[config.mk]
export PLATFORM = sky130hd
export DESIGN_NAME = i2c_register_access_slave
export DESIGN_NICKNAME = d
export VERILOG_FILES = /design/src/i2c_slave_pkg.sv /design/src/i2c_register_access_slave.sv /design/src/sync_fifo.sv /design/src/reg_space_mem.sv
export VERILOG_INCLUDE_DIRS = /design/src
export SDC_FILE = /design/constraint.sdc
export NUM_CORES = 2
export LEC_CHECK = 0
export BUFFER_PORTS_ARGS = -buffer_cell sky130_fd_sc_hd__buf_2
export CORE_ASPECT_RATIO = 2
export CORE_MARGIN = 10
export CORE_UTILIZATION = 35
export CTS_CLUSTER_SIZE = 28
export DETAILED_ROUTE_END_ITERATION = 16
export HOLD_SLACK_MARGIN = 0.03
export PLACE_DENSITY = 0.54
export SYNTH_ARGS = -nofsm -noshare
export SYNTH_HDL_FRONTEND = slang
export SYNTH_HIERARCHICAL = 1
export SYNTH_SLANG_ARGS = --single-unit
export TNS_END_PERCENT = 10
[constraint.sdc]
create_clock -name clk -period 16.36 [get_ports clk]
set_clock_uncertainty 0.1 [all_clocks]
set_input_delay 3.272 -clock clk [delete_from_list [all_inputs] [get_ports clk]]
set_output_delay 3.272 -clock clk [all_outputs]
set_load 0.005 [all_outputs]
[src/i2c_slave_defs.svh]
// constants of the two-wire register access target
// assumes inclusion by bare name from the design files
`ifndef I2C_SLAVE_DEFS_SVH
`define I2C_SLAVE_DEFS_SVH

// ----------------------------------------
// addressing
// ----------------------------------------
`define I2CS_DEV_ADDR 7'h30
`define I2CS_PTR_RST 8'h00

// ----------------------------------------
// sizes and counts
// ----------------------------------------
`define I2CS_FIFO_DEPTH 32
`define I2CS_BYTE_BITS 4'h8
`define I2CS_LAST_TX_BIT 4'h7
`define I2CS_BIT_RST 4'h0

`endif

[src/i2c_slave_pkg.sv]
// types of the two-wire register access target
// assumes nothing beyond a SystemVerilog compiler
package i2c_slave_pkg;

  // ----------------------------------------
  // protocol phases
  // ----------------------------------------
  typedef enum logic [3:0] {
    IDLE,
    SEL_BYTE,
    SEL_ACK,
    REG_BYTE,
    REG_ACK,
    WR_BYTE,
    WR_ACK,
    RD_BYTE,
    RD_ACK,
    IGNORE
  } phase_t;

  // ----------------------------------------
  // whole state of the target
  // ----------------------------------------
  typedef struct packed {
    logic sclMeta;
    logic sdaMeta;
    logic sclSync;
    logic sdaSync;
    logic sclPrev;
    logic sdaPrev;
    phase_t phase;
    logic [3:0] bitCnt;
    logic [7:0] shift;
    logic [7:0] tx;
    logic [7:0] ptr;
    logic rw;
    logic hostAck;
    logic sdaOe;
    logic sdaOut;
    logic push;
    logic [15:0] pushWord;
    logic updValid;
    logic [7:0] updAddr;
    logic [7:0] updData;
  } target_state_t;

endpackage

[src/i2c_register_access_slave.sv]
// two-wire serial target giving a bus master access to a byte register space
// assumes scl and sda arrive asynchronously and are far slower than clk
`timescale 1ns/100ps
`include "i2c_slave_defs.svh"

// Operation
// sda moves only while scl low
// start is sda falling, scl high
// master starts every transfer with start
// stop ends transaction, back to idle
// sample sda on rising scl
// selection byte msb first, rw last
// ignore transaction on address mismatch
// acknowledge matching selection on ninth clock
// first write byte loads address pointer
// write selection then internal address byte
// single data byte stored and acknowledged
// burst writes acknowledged until stop; a full write buffer gets a missing acknowledge instead
// read selection acked, pointer byte shifted
// reads advance pointer after each byte
// master acks wanted bytes, ends stop
// random read via repeated start
// burst read begins at pointer value
// writes advance pointer after each byte
// release sda on master ack clock
// sda open-drain low only, scl never
module i2c_register_access_slave #(
  parameter logic [6:0] DEV_ADDR = `I2CS_DEV_ADDR,
  parameter int FIFO_DEPTH = `I2CS_FIFO_DEPTH
) (
  // clock and reset
  input wire logic clk,
  input wire logic rst,
  // serial link
  input wire logic sclIn,
  input wire logic sdaIn,
  output logic sdaOut,
  output logic sdaOe,
  // register update stream
  output logic updValid,
  input wire logic updReady,
  output logic [7:0] updAddr,
  output logic [7:0] updData
);

  // ----------------------------------------
  // state and link events
  // ----------------------------------------
  i2c_slave_pkg::target_state_t q, d;
  logic startCond;
  logic stopCond;
  logic sclRise;
  logic sclFall;
  logic byteDone;
  logic selMatch;
  logic fifoInReady;
  logic fifoOutValid;
  logic fifoOutReady;
  logic [15:0] fifoOutData;
  logic [7:0] rdData;
  logic drain;

  // only the second and third sync stages feed the edge logic, never the first
  assign startCond = q.sclSync && q.sclPrev && q.sdaPrev && !q.sdaSync;
  assign stopCond = q.sclSync && q.sclPrev && !q.sdaPrev && q.sdaSync;
  assign sclRise = q.sclSync && !q.sclPrev;
  assign sclFall = !q.sclSync && q.sclPrev;
  assign byteDone = sclFall && (q.bitCnt == `I2CS_BYTE_BITS);
  assign selMatch = (q.shift[7:1] == DEV_ADDR);
  assign fifoOutReady = !q.updValid || updReady;
  assign drain = fifoOutValid && fifoOutReady;

  // ----------------------------------------
  // next state
  // ----------------------------------------
  always_comb begin
    d = q;
    d.sclMeta = sclIn;
    d.sdaMeta = sdaIn;
    d.sclSync = q.sclMeta;
    d.sdaSync = q.sdaMeta;
    d.sclPrev = q.sclSync;
    d.sdaPrev = q.sdaSync;
    d.push = 1'b0;
    d.sdaOut = 1'b0;
    // drain into the register space and out to the core
    if (drain) begin
      d.updValid = 1'b1;
      d.updAddr = fifoOutData[15:8];
      d.updData = fifoOutData[7:0];
    end else if (updReady) begin
      d.updValid = 1'b0;
    end
    if (stopCond) begin
      d.phase = i2c_slave_pkg::IDLE;
      d.sdaOe = 1'b0;
    end else if (startCond) begin
      // a repeated start also lands here
      d.phase = i2c_slave_pkg::SEL_BYTE;
      d.bitCnt = `I2CS_BIT_RST;
      d.sdaOe = 1'b0;
    end else begin
      case (q.phase)
        i2c_slave_pkg::IDLE: begin
          d.sdaOe = 1'b0;
        end
        i2c_slave_pkg::SEL_BYTE: begin
          if (sclRise) begin
            d.shift = {q.shift[6:0], q.sdaSync}; // see R5
            d.bitCnt = q.bitCnt + 4'h1;
          end else if (byteDone) begin
            if (selMatch) begin
              d.rw = q.shift[0];
              d.sdaOe = 1'b1;
              d.phase = i2c_slave_pkg::SEL_ACK;
            end else begin
              d.phase = i2c_slave_pkg::IGNORE;
            end
          end
        end
        i2c_slave_pkg::SEL_ACK: begin
          if (sclFall) begin
            d.bitCnt = `I2CS_BIT_RST;
            if (q.rw) begin
              // pointer byte goes out first, see R13
              d.tx = rdData;
              d.sdaOe = !rdData[7];
              d.ptr = q.ptr + 8'h01;
              d.phase = i2c_slave_pkg::RD_BYTE;
            end else begin
              d.sdaOe = 1'b0;
              d.phase = i2c_slave_pkg::REG_BYTE;
            end
          end
        end
        i2c_slave_pkg::REG_BYTE: begin
          if (sclRise) begin
            d.shift = {q.shift[6:0], q.sdaSync};
            d.bitCnt = q.bitCnt + 4'h1;
          end else if (byteDone) begin
            d.ptr = q.shift;
            d.sdaOe = 1'b1;
            d.phase = i2c_slave_pkg::REG_ACK;
          end
        end
        i2c_slave_pkg::REG_ACK: begin
          if (sclFall) begin
            d.sdaOe = 1'b0;
            d.bitCnt = `I2CS_BIT_RST;
            d.phase = i2c_slave_pkg::WR_BYTE;
          end
        end
        i2c_slave_pkg::WR_BYTE: begin
          if (sclRise) begin
            d.shift = {q.shift[6:0], q.sdaSync};
            d.bitCnt = q.bitCnt + 4'h1;
          end else if (byteDone) begin
            // a full buffer refuses the byte with a missing acknowledge
            if (fifoInReady) begin
              d.push = 1'b1;
              d.pushWord = {q.ptr, q.shift};
              d.ptr = q.ptr + 8'h01;
              d.sdaOe = 1'b1;
              d.phase = i2c_slave_pkg::WR_ACK;
            end else begin
              d.phase = i2c_slave_pkg::IGNORE;
            end
          end
        end
        i2c_slave_pkg::WR_ACK: begin
          if (sclFall) begin
            d.sdaOe = 1'b0;
            d.bitCnt = `I2CS_BIT_RST;
            d.phase = i2c_slave_pkg::WR_BYTE;
          end
        end
        i2c_slave_pkg::RD_BYTE: begin
          if (sclFall) begin
            if (q.bitCnt == `I2CS_LAST_TX_BIT) begin
              d.sdaOe = 1'b0;
              d.phase = i2c_slave_pkg::RD_ACK;
            end else begin
              d.tx = {q.tx[6:0], 1'b0};
              d.sdaOe = !q.tx[6]; // see R1
              d.bitCnt = q.bitCnt + 4'h1;
            end
          end
        end
        i2c_slave_pkg::RD_ACK: begin
          if (sclRise) begin
            d.hostAck = !q.sdaSync;
          end else if (sclFall) begin
            if (q.hostAck) begin
              d.tx = rdData;
              d.sdaOe = !rdData[7];
              d.ptr = q.ptr + 8'h01;
              d.bitCnt = `I2CS_BIT_RST;
              d.phase = i2c_slave_pkg::RD_BYTE;
            end else begin
              d.sdaOe = 1'b0;
              d.phase = i2c_slave_pkg::IGNORE;
            end
          end
        end
        i2c_slave_pkg::IGNORE: begin
          d.sdaOe = 1'b0;
        end
        default: begin
          d.sdaOe = 1'b0;
          d.phase = i2c_slave_pkg::IDLE;
        end
      endcase
    end
  end

  always_ff @(posedge clk or posedge rst) begin
    if (rst) begin
      q <= '0;
      q.sclMeta <= 1'b1;
      q.sdaMeta <= 1'b1;
      q.sclSync <= 1'b1;
      q.sdaSync <= 1'b1;
      q.sclPrev <= 1'b1;
      q.sdaPrev <= 1'b1;
      q.phase <= i2c_slave_pkg::IDLE;
      q.ptr <= `I2CS_PTR_RST;
    end else begin
      q <= d;
    end
  end

  // ----------------------------------------
  // outputs
  // ----------------------------------------
  assign sdaOut = q.sdaOut;
  assign sdaOe = q.sdaOe;
  assign updValid = q.updValid;
  assign updAddr = q.updAddr;
  assign updData = q.updData;

  // ----------------------------------------
  // write buffer and register space
  // ----------------------------------------
  // reads do not wait for queued writes; a read right after a burst
  // may see old data while updReady holds the buffer back
  sync_fifo #(
    .WIDTH(16),
    .DEPTH(FIFO_DEPTH)
  ) u_wr_fifo (
    .clk(clk),
    .rst(rst),
    .inValid(q.push),
    .inReady(fifoInReady),
    .inData(q.pushWord),
    .outValid(fifoOutValid),
    .outReady(fifoOutReady),
    .outData(fifoOutData)
  );

  reg_space_mem #(
    .AW(8),
    .DW(8)
  ) u_regs (
    .clk(clk),
    .rst(rst),
    .wrEn(drain),
    .wrAddr(fifoOutData[15:8]),
    .wrData(fifoOutData[7:0]),
    .rdAddr(q.ptr),
    .rdData(rdData)
  );

  // ----------------------------------------
  // checks
  // ----------------------------------------
  property p_sda_moves_low;
    @(posedge clk) disable iff (rst)
    (q.sdaOe != $past(q.sdaOe)) |-> $past(sclFall || startCond || stopCond || !q.sclSync);
  endproperty
  a_sda_moves_low: assert property (p_sda_moves_low)
    else $error("sda enable changed while scl high");

  property p_start_seen;
    @(posedge clk) disable iff (rst)
    (startCond && !stopCond) |=> (q.phase == i2c_slave_pkg::SEL_BYTE) && (q.bitCnt == 4'h0);
  endproperty
  a_start_seen: assert property (p_start_seen)
    else $error("start not taken");

  property p_stop_idle;
    @(posedge clk) disable iff (rst)
    stopCond |=> (q.phase == i2c_slave_pkg::IDLE) && !q.sdaOe;
  endproperty
  a_stop_idle: assert property (p_stop_idle)
    else $error("stop did not return to idle");

  property p_sample_rise;
    @(posedge clk) disable iff (rst)
    (sclRise && !startCond && !stopCond && (q.phase == i2c_slave_pkg::SEL_BYTE))
      |=> (q.shift[0] == $past(q.sdaSync)) && (q.bitCnt == $past(q.bitCnt) + 4'h1);
  endproperty
  a_sample_rise: assert property (p_sample_rise)
    else $error("bit not sampled on rising scl");

  property p_mismatch_quiet;
    @(posedge clk) disable iff (rst)
    (q.phase == i2c_slave_pkg::SEL_BYTE && byteDone && !selMatch && !startCond && !stopCond)
      |=> (q.phase == i2c_slave_pkg::IGNORE) ##0 !q.sdaOe [*4];
  endproperty
  a_mismatch_quiet: assert property (p_mismatch_quiet)
    else $error("answered a foreign address");

  property p_sel_ack;
    @(posedge clk) disable iff (rst)
    (q.phase == i2c_slave_pkg::SEL_BYTE && byteDone && selMatch && !startCond && !stopCond)
      |=> q.sdaOe && (q.phase == i2c_slave_pkg::SEL_ACK) && (q.rw == $past(q.shift[0]));
  endproperty
  a_sel_ack: assert property (p_sel_ack)
    else $error("matching selection not acknowledged");

  property p_ptr_load;
    @(posedge clk) disable iff (rst)
    (q.phase == i2c_slave_pkg::REG_BYTE && byteDone && !startCond && !stopCond)
      |=> (q.ptr == $past(q.shift)) && q.sdaOe;
  endproperty
  a_ptr_load: assert property (p_ptr_load)
    else $error("address byte not loaded");

  property p_write_store;
    @(posedge clk) disable iff (rst)
    (q.phase == i2c_slave_pkg::WR_BYTE && byteDone && fifoInReady && !startCond && !stopCond)
      |=> q.push && (q.pushWord == {$past(q.ptr), $past(q.shift)})
          && (q.ptr == $past(q.ptr) + 8'h01);
  endproperty
  a_write_store: assert property (p_write_store)
    else $error("data byte not queued or pointer not advanced");

  property p_read_first;
    @(posedge clk) disable iff (rst)
    (q.phase == i2c_slave_pkg::SEL_ACK && sclFall && q.rw && !startCond && !stopCond)
      |=> (q.phase == i2c_slave_pkg::RD_BYTE) && (q.sdaOe == !$past(rdData[7]))
          && (q.ptr == $past(q.ptr) + 8'h01);
  endproperty
  a_read_first: assert property (p_read_first)
    else $error("read byte not started from pointer");

  property p_nack_release;
    @(posedge clk) disable iff (rst)
    (q.phase == i2c_slave_pkg::RD_ACK && sclFall && !q.hostAck && !startCond && !stopCond)
      |=> (q.phase == i2c_slave_pkg::IGNORE) && !q.sdaOe;
  endproperty
  a_nack_release: assert property (p_nack_release)
    else $error("kept driving after missing acknowledge");

  property p_drive_low_only;
    @(posedge clk) disable iff (rst)
    q.sdaOe |-> !q.sdaOut && !(q.phase inside {i2c_slave_pkg::IDLE, i2c_slave_pkg::IGNORE});
  endproperty
  a_drive_low_only: assert property (p_drive_low_only)
    else $error("sda driven high");

  c_write_ack: cover property (@(posedge clk) disable iff (rst)
    q.phase == i2c_slave_pkg::WR_ACK);
  c_read_cont: cover property (@(posedge clk) disable iff (rst)
    q.phase == i2c_slave_pkg::RD_ACK && sclFall && q.hostAck);
  c_foreign: cover property (@(posedge clk) disable iff (rst)
    q.phase == i2c_slave_pkg::IGNORE);
  c_rep_start: cover property (@(posedge clk) disable iff (rst)
    startCond && q.phase == i2c_slave_pkg::WR_BYTE);

endmodule

[src/sync_fifo.sv]
// first-in first-out buffer with valid/ready on both sides
// assumes one clock and an asynchronous active-high reset
`timescale 1ns/100ps
module sync_fifo #(
  parameter int WIDTH = 16,
  parameter int DEPTH = 32
) (
  // clock and reset
  input wire logic clk,
  input wire logic rst,
  // filling side
  input wire logic inValid,
  output logic inReady,
  input wire logic [WIDTH-1:0] inData,
  // draining side
  output logic outValid,
  input wire logic outReady,
  output logic [WIDTH-1:0] outData
);

  localparam int AW = $clog2(DEPTH);

  typedef struct packed {
    logic [AW:0] wrPtr;
    logic [AW:0] rdPtr;
  } fifo_state_t;

  fifo_state_t q, d;
  logic [WIDTH-1:0] store [DEPTH];
  logic full;
  logic empty;

  // ----------------------------------------
  // flags from the extra pointer bit
  // ----------------------------------------
  assign full = (q.wrPtr[AW] != q.rdPtr[AW]) && (q.wrPtr[AW-1:0] == q.rdPtr[AW-1:0]);
  assign empty = (q.wrPtr == q.rdPtr);
  assign inReady = !full;
  assign outValid = !empty;
  assign outData = store[q.rdPtr[AW-1:0]];

  always_comb begin
    d = q;
    if (inValid && !full) begin
      d.wrPtr = q.wrPtr + 1'b1;
    end
    if (outReady && !empty) begin
      d.rdPtr = q.rdPtr + 1'b1;
    end
  end

  always_ff @(posedge clk or posedge rst) begin
    if (rst) begin
      q <= '0;
    end else begin
      q <= d;
    end
  end

  // storage needs no reset, flags guard it
  always_ff @(posedge clk) begin
    if (inValid && !full) begin
      store[q.wrPtr[AW-1:0]] <= inData;
    end
  end

endmodule

[src/reg_space_mem.sv]
// byte-wide register space, one write and one registered read port
// assumes one clock and an asynchronous active-high reset
`timescale 1ns/100ps
module reg_space_mem #(
  parameter int AW = 8,
  parameter int DW = 8
) (
  // clock and reset
  input wire logic clk,
  input wire logic rst,
  // write port
  input wire logic wrEn,
  input wire logic [AW-1:0] wrAddr,
  input wire logic [DW-1:0] wrData,
  // read port
  input wire logic [AW-1:0] rdAddr,
  output logic [DW-1:0] rdData
);

  logic [DW-1:0] cells [2**AW];

  always_ff @(posedge clk) begin
    if (wrEn) begin
      cells[wrAddr] <= wrData;
    end
  end

  // read data leave from a register
  always_ff @(posedge clk or posedge rst) begin
    if (rst) begin
      rdData <= '0;
    end else begin
      rdData <= cells[rdAddr];
    end
  end

endmodule

== After elaboration in Yosys (flattened, before gate mapping) ==
Memories as Yosys holds them, arrays and structs flattened. A register that Yosys moved wholly into a read port is not among the register bits.
Index checks and enable logic that the tools add are counted.

* Eq/ne operators: 50
* Reductions and logical operators: 38
* Mux-type cells: 68
* Bitwise logic cells: 4
* $add $sub $neg: 4

{| class="wikitable"
|+ Operator list
! kind !! count
|-
| 2-to-1 mux 17 bit || 6
|-
| 2-to-1 mux 8 bit || 11
|-
| 2-to-1 mux 15 bit || 5
|-
| 2-to-1 mux 4 bit || 13
|-
| != test 4 bit (second input constant) || 13
|-
| AND reduction 13 bit || 3
|-
| one-hot mux 4 bit (8 select lines) || 1
|-
| one-hot mux 8 bit (4 select lines) || 1
|-
| 2-to-1 mux 1 bit || 24
|-
| != test 2 bit (second input constant) || 12
|-
| one-hot mux 7 bit (3 select lines) || 1
|-
| == test 4 x 3 -> 1 bit (second input constant) || 5
|-
| one-hot mux 4 bit (5 select lines) || 1
|-
| AND reduction 10 bit || 2
|-
| != test 3 bit (second input constant) || 6
|-
| 2-to-1 mux 7 bit || 2
|-
| adder 6 x 1 -> 6 bit (second input constant) || 2
|-
| == test 4 bit (second input constant) || 3
|-
| 2-to-1 mux 12 bit || 1
|-
| AND reduction 6 bit || 2
|-
| logical AND 1 bit || 11
|-
| logical NOT 1 bit || 9
|-
| != test 3 x 1 -> 1 bit (second input constant) || 3
|-
| adder 8 x 1 -> 8 bit (second input constant) || 1
|-
| other kinds (20) || 26
|}

* Register bits after elaboration: 86
* RAM bits: 2,560
* Logic and storage cells: 187
* Output and inout bits: 19
* Memories: 2

{| class="wikitable"
|+ Memory list
! memory !! depth !! bits a word !! read ports !! clocked after Yosys merged registers in !! wr ports !! line !! RTL
|-
| u_regs.cells || 256 || 8 || 1 || 1 || 1 || reg_space_mem.sv:20 || <nowiki>logic [DW-1:0] cells [2**AW];</nowiki>
|-
| u_wr_fifo.store || 32 || 16 || 1 || 0 || 1 || sync_fifo.sv:29 || <nowiki>logic [WIDTH-1:0] store [DEPTH];</nowiki>
|}

== Logic depth before layout (Yosys ltp) ==
* Depth after elaboration: 8
* Gate-level depth with buffers: 13
* Mapped depth without buffers: 9

== By module ==
The synthesis kept the hierarchy.

{| class="wikitable"
|+ Modules (own cells, without submodules)
! module !! times used !! cells an instance !! seq. area each (um^2) !! area each (um^2)
|-
| reg_space_mem || 1 || 3,762 || 61,699.2 || 79,882.9
|-
| sync_fifo || 1 || 1,171 || 15,675.0 || 20,576.0
|-
| i2c_register_access_slave || 1 || 350 || 1,859.3 || 3,734.8
|}

== Least setup slack after synthesis ==
No wires, ideal clock.

* Kind: register to register
* From: register u_wr_fifo/q[0] (netlist name)
* To: register q (netlist bit updData[7])
* Setup time: 174 ps
* Required time: 16,086 ps
* Slack: 9,179 ps
* Stages on the path, launching flop included: 9
* Arrival: 6,907 ps
* Cells stage by stage: dfrtp_1 buf_2 buf_2 buf_2 mux2i_1 a22oi_1 nand3_1 nand4_1 mux2_2

* Elaborated cells on any way between the ends: 4

{| class="wikitable"
|+ RTL lines
! element !! line !! RTL
|-
| from (decl) || sync_fifo.sv:28 || <nowiki>fifo_state_t q, d;</nowiki>
|-
| from (signal assigned) || sync_fifo.sv:54 || <nowiki>q <= '0;</nowiki>
|-
| from (signal assigned) || sync_fifo.sv:56 || <nowiki>q <= d;</nowiki>
|-
| memory (32 x 16 bit) || n/a ||
|-
| via fifoOutData[7] || i2c_register_access_slave.sv:59 || <nowiki>logic [15:0] fifoOutData;</nowiki>
|-
| to (decl) || i2c_register_access_slave.sv:49 || <nowiki>i2c_slave_pkg::target_state_t q, d;</nowiki>
|}

The timed path passes the listed nets, and every way through them passes these cells.
A chain may end at the register's enable or synchronous reset.

== Worst setup path after layout ==
* From: register u_wr_fifo/q[0] (netlist name)
* To: memory u_regs.cells[85][5], enable pin

* Elaborated cells on any way between the ends: 6

{| class="wikitable"
|+ RTL lines
! element !! line
|-
| memory (32 x 16 bit) || n/a
|-
| via fifoOutData[8] || i2c_register_access_slave.sv:59
|-
| to (decl) || reg_space_mem.sv:20
|}

The timed path passes the listed nets, and every way through them passes these cells.

==> flow_summary_export.csv <==
group,metric,value,unit
routing,viasPerCell,5.52,
floorplan,initial_utilization,35.1,%
routing,drt_pass1_iterations,5,
power,leakage_power_figure,40.7,nW
yosys,ys.flop_type,"edfxtp_1",
worst_setup_path,worstSetupEndpointType,"flop",
worst_setup_path,worst_ep_arrival_time,7.89,ns
floorplan,pin_count,24,
power,power.density,119,nW/um2
worst_setup_path,critical_path.startpoint_type,"flop",
cts,clockRootBuffer,"clkbuf_16",
cts,cts_htree_levels,4,
global_route,gr-total-overflow,0,
layout,share_of_post_route_cells_with_drive_strength_above_1,18.2,%
worst_setup_path,critical_path.most_common_cell,"buf_4",
worst_setup_path,cp_data_required_time,16.75,ns
yosys,netlist_instances,5283,
routing,final_antenna_net_count,0,
routing,route.vias.total,51700,
yosys,synth_seq_cells,2654,
worst_setup_path,critical_path.n_buffers_inverters,4,
timing,unrepaired_setup_endpoints_after_global_routing,"no",
timing,worst_slew_pin_tran,1.39,ns
worst_setup_path,crit_chain,"buf_4 -> buf_4 -> buf_4 -> mux2i_1 -> a22oi_1 -> nand3_1 -> nand4_1 -> nor2b_1 -> nand3_1 -> buf_4 -> nor2_1",
floorplan,core_region_area,297000,um2
global_route,groute.usage.overall,18.0,%
layout,area_growth_syn_to_layout,10.7,%
placement,portBuffers,22,
yosys,yosys_warnings,6,
cts,clock_latency_of_the_later_clocked_register_in_the_worst_skew_pair,0.90,ns
global_route,largest_net_degree_at_the_start_of_global_routing,178,
layout,multi_input_area,22900,um2
power,vdd.ir_drop.worst,0.101,mV
yosys,syn-mean-instance-area,19.7,um2
timing,finalHoldViolations,0,
power,report.power.total,13.8,mW
cts,cts.clk_slew.worst_paths,0.07,ns
global_route,grt_pass1_wl,414000,um
layout,final_area,115000,um2
floorplan,fp.dieW,406,um
min_path,min_path_type,"reg2reg",
timing,fin_worst_hold_slack,0.251,ns
layout,filler_cells_inserted,26600,
layout,fin_nets,5358,
worst_setup_path,cpLargestDelayFamily,"buffers and inverters",
timing,report.final.slew_viol_count,0,
worst_setup_path,cp_max_fo,52,
timing,period_share,45.8,%
floorplan,row_count,283,
routing,detail_route.wirelength,296000,um
cts,post_cts_buffers,0,
floorplan,die_span_in_y,792,um
global_route,grt_pass1_vias,53800,
floorplan,die_area,321000,um2
yosys,ys_types,92,
worst_setup_path,timing.setup.critical_path_class,"reg2reg",
timing,report.final.setup_viol,0,
status,run_status,"finished clean",
yosys,post_synth_instance_area,104000,um2
cts,cts_tree,"done",
worst_setup_path,critPathSlowestCell,"dfrtp_4",
run,cap_violations,0,
yosys,synth_fp_nets,5296,
cts,gates_resized_cts_repair,0,
layout,layout.core_utilization,38.9,%
cts,clock_sinks,2654,
routing,detail_route.wl_per_cell,31.5,um
layout,seq_area,79300,um2
yosys,synth_enable_flop_cells,2560,
timing,achievable_clock_frequency,0.133,GHz
routing,drc_errors,0,
yosys,yosysSeqAreaShare,76.0,%
timing,slew-limit-headroom,6.49,%
timing,layout_min_cycle_time,7.49,ns
cts,cts_inserted_buffers,217,
placement,routabilityCongestion,0.937,
placement,dpl.hpwl,193000,um
layout,most_frequent_standard_cell_in_the_layout_excluding_fill_and_tap_cells,"edfxtp_1",
timing,setup_total_negative_slack,0,ns
placement,postPlaceCellArea,108000,um2
cts,holdBufCountCts,0,
yosys,async_flop_share,3.54,%
global_route,grt_antenna_before_repair,5,
cts,clk_path_buf_depth,4,
routing,detail_route.iter0.violations,4762,
layout,layout.cells.most_common_list,"2560 x edfxtp_1, 417 x mux2i_1, 404 x mux4_2",
worst_setup_path,crit_path_max_incr_delay,0.89,ns
[final timing paths]
| kind | startpoint | cells past startpoint | end | slack (ns) |
|---|---|---|---|---|
| min in group asynchronous | rst | 2 | q[33] | 2.30 |
| max reg2reg | u_wr_fifo/q[0] | 11 | u_regs/cells[85][5] | 8.87 |
| max in group asynchronous | rst | 3 | q[39] | 12.62 |
| min | d[72] | 0 | d[70] | 0.25 |
| max | u_wr_fifo/q[0] | 11 | u_regs/cells[85][5] | 8.87 |
| min reg2reg | d[72] | 0 | d[70] | 0.25 |
[metal layers]
layer,GRT usage (%),vias up,wire length [um]
li1,-,21800,-
met1,18.4,27700,98100
met2,34.2,1672,164000
met3,1.83,616,11100
met4,11.7,2,22500
met5,0,-,18
[cell type report]
| cell class | count | share of cell area [%] |
|---|---|---|
| clock buffer | 260 | 4.97 |
| timing repair buffer | 179 | 1.20 |
| antenna | 10 | 0.0217 |
| inverter | 18 | 0.0607 |
| multi-input combinational | 2275 | 19.8 |
| sequential | 2654 | 68.7 |
| tap | 3847 | 4.17 |
| clock inverter | 128 | 1.04 |
[where the power goes]
group	internal, mW	switching [mW]
sequential	7.35	0.0742
clock	2.82	2.41
combinational	0.467	0.645
[worst reg2reg max path: stages (launching register included)]
cell and delay (ns):
dfrtp_4 0.89, buf_4 0.70, buf_4 0.84, buf_4 0.77
mux2i_1 0.22, a22oi_1 0.33, nand3_1 0.17, nand4_1 0.48
nor2b_1 0.53, nand3_1 0.88, buf_4 0.55, nor2_1 0.65
[synth_stat cells (9+ instances only)]
library cell | number | share of area [%]
dfrtp_1 | 88 | 2.1
nand4_1 | 29 | 0.17
a21oi_1 | 117 | 0.56
o21ai_0 | 29 | 0.14
mux4_1 | 38 | 0.96
buf_4 | 57 | 0.41
o221ai_1 | 43 | 0.36
a22oi_1 | 248 | 1.8
inv_1 | 18 | 0.065
buf_12 | 12 | 0.23
edfxtp_1 | 2560 | 74
clkbuf_1 | 124 | 0.45
nor2b_1 | 34 | 0.20
mux2_2 | 44 | 0.48
a211oi_1 | 18 | 0.13
nand3_1 | 104 | 0.50
buf_2 | 68 | 0.33
a221oi_1 | 12 | 0.10
nand2b_1 | 18 | 0.11
mux4_2 | 404 | 8.7
o211ai_1 | 9 | 0.065
nand3b_1 | 9 | 0.065
buf_8 | 11 | 0.16
buf_6 | 28 | 0.30
nor4_1 | 25 | 0.15
mux2i_1 | 417 | 4.0
nor3_1 | 24 | 0.12
a22o_1 | 17 | 0.14
nor2_1 | 345 | 1.2
nand2_1 | 104 | 0.37
xnor2_1 | 13 | 0.11
buf_1 | 25 | 0.090
o22ai_1 | 44 | 0.26
[logic make-up after synthesis]
family          after synthesis  share of synthesized area [%]
flops                      2654                           76.0
mux                         904                           14.2
simple gates                744                           3.32
compound gates              601                           4.09
buf+inv                     354                           2.12
xor+xnor                     17                          0.143
fa+ha+maj                     8                         0.0961
other cells                   1                        0.00360
[metrics by stage]
stage | instances | worst slack, ns
after global routing | 9369 | 8.54
after floorplan | 5283 | 9.18
after detailed placement | 8973 | 8.76
final | 9371 | 8.87
after global placement | 8973 | 8.86
after CTS | 9361 | 8.74
[registers in the layout (all words and copies together) (netlist names), 4 cells and up]
name and flops:
d 4, q 52, updData 8, u_regs/rdData 8, u_regs/cells 2048, u_wr_fifo/store 512
u_wr_fifo/q 12, updAddr 8
(Power assumes the default switching activity.)
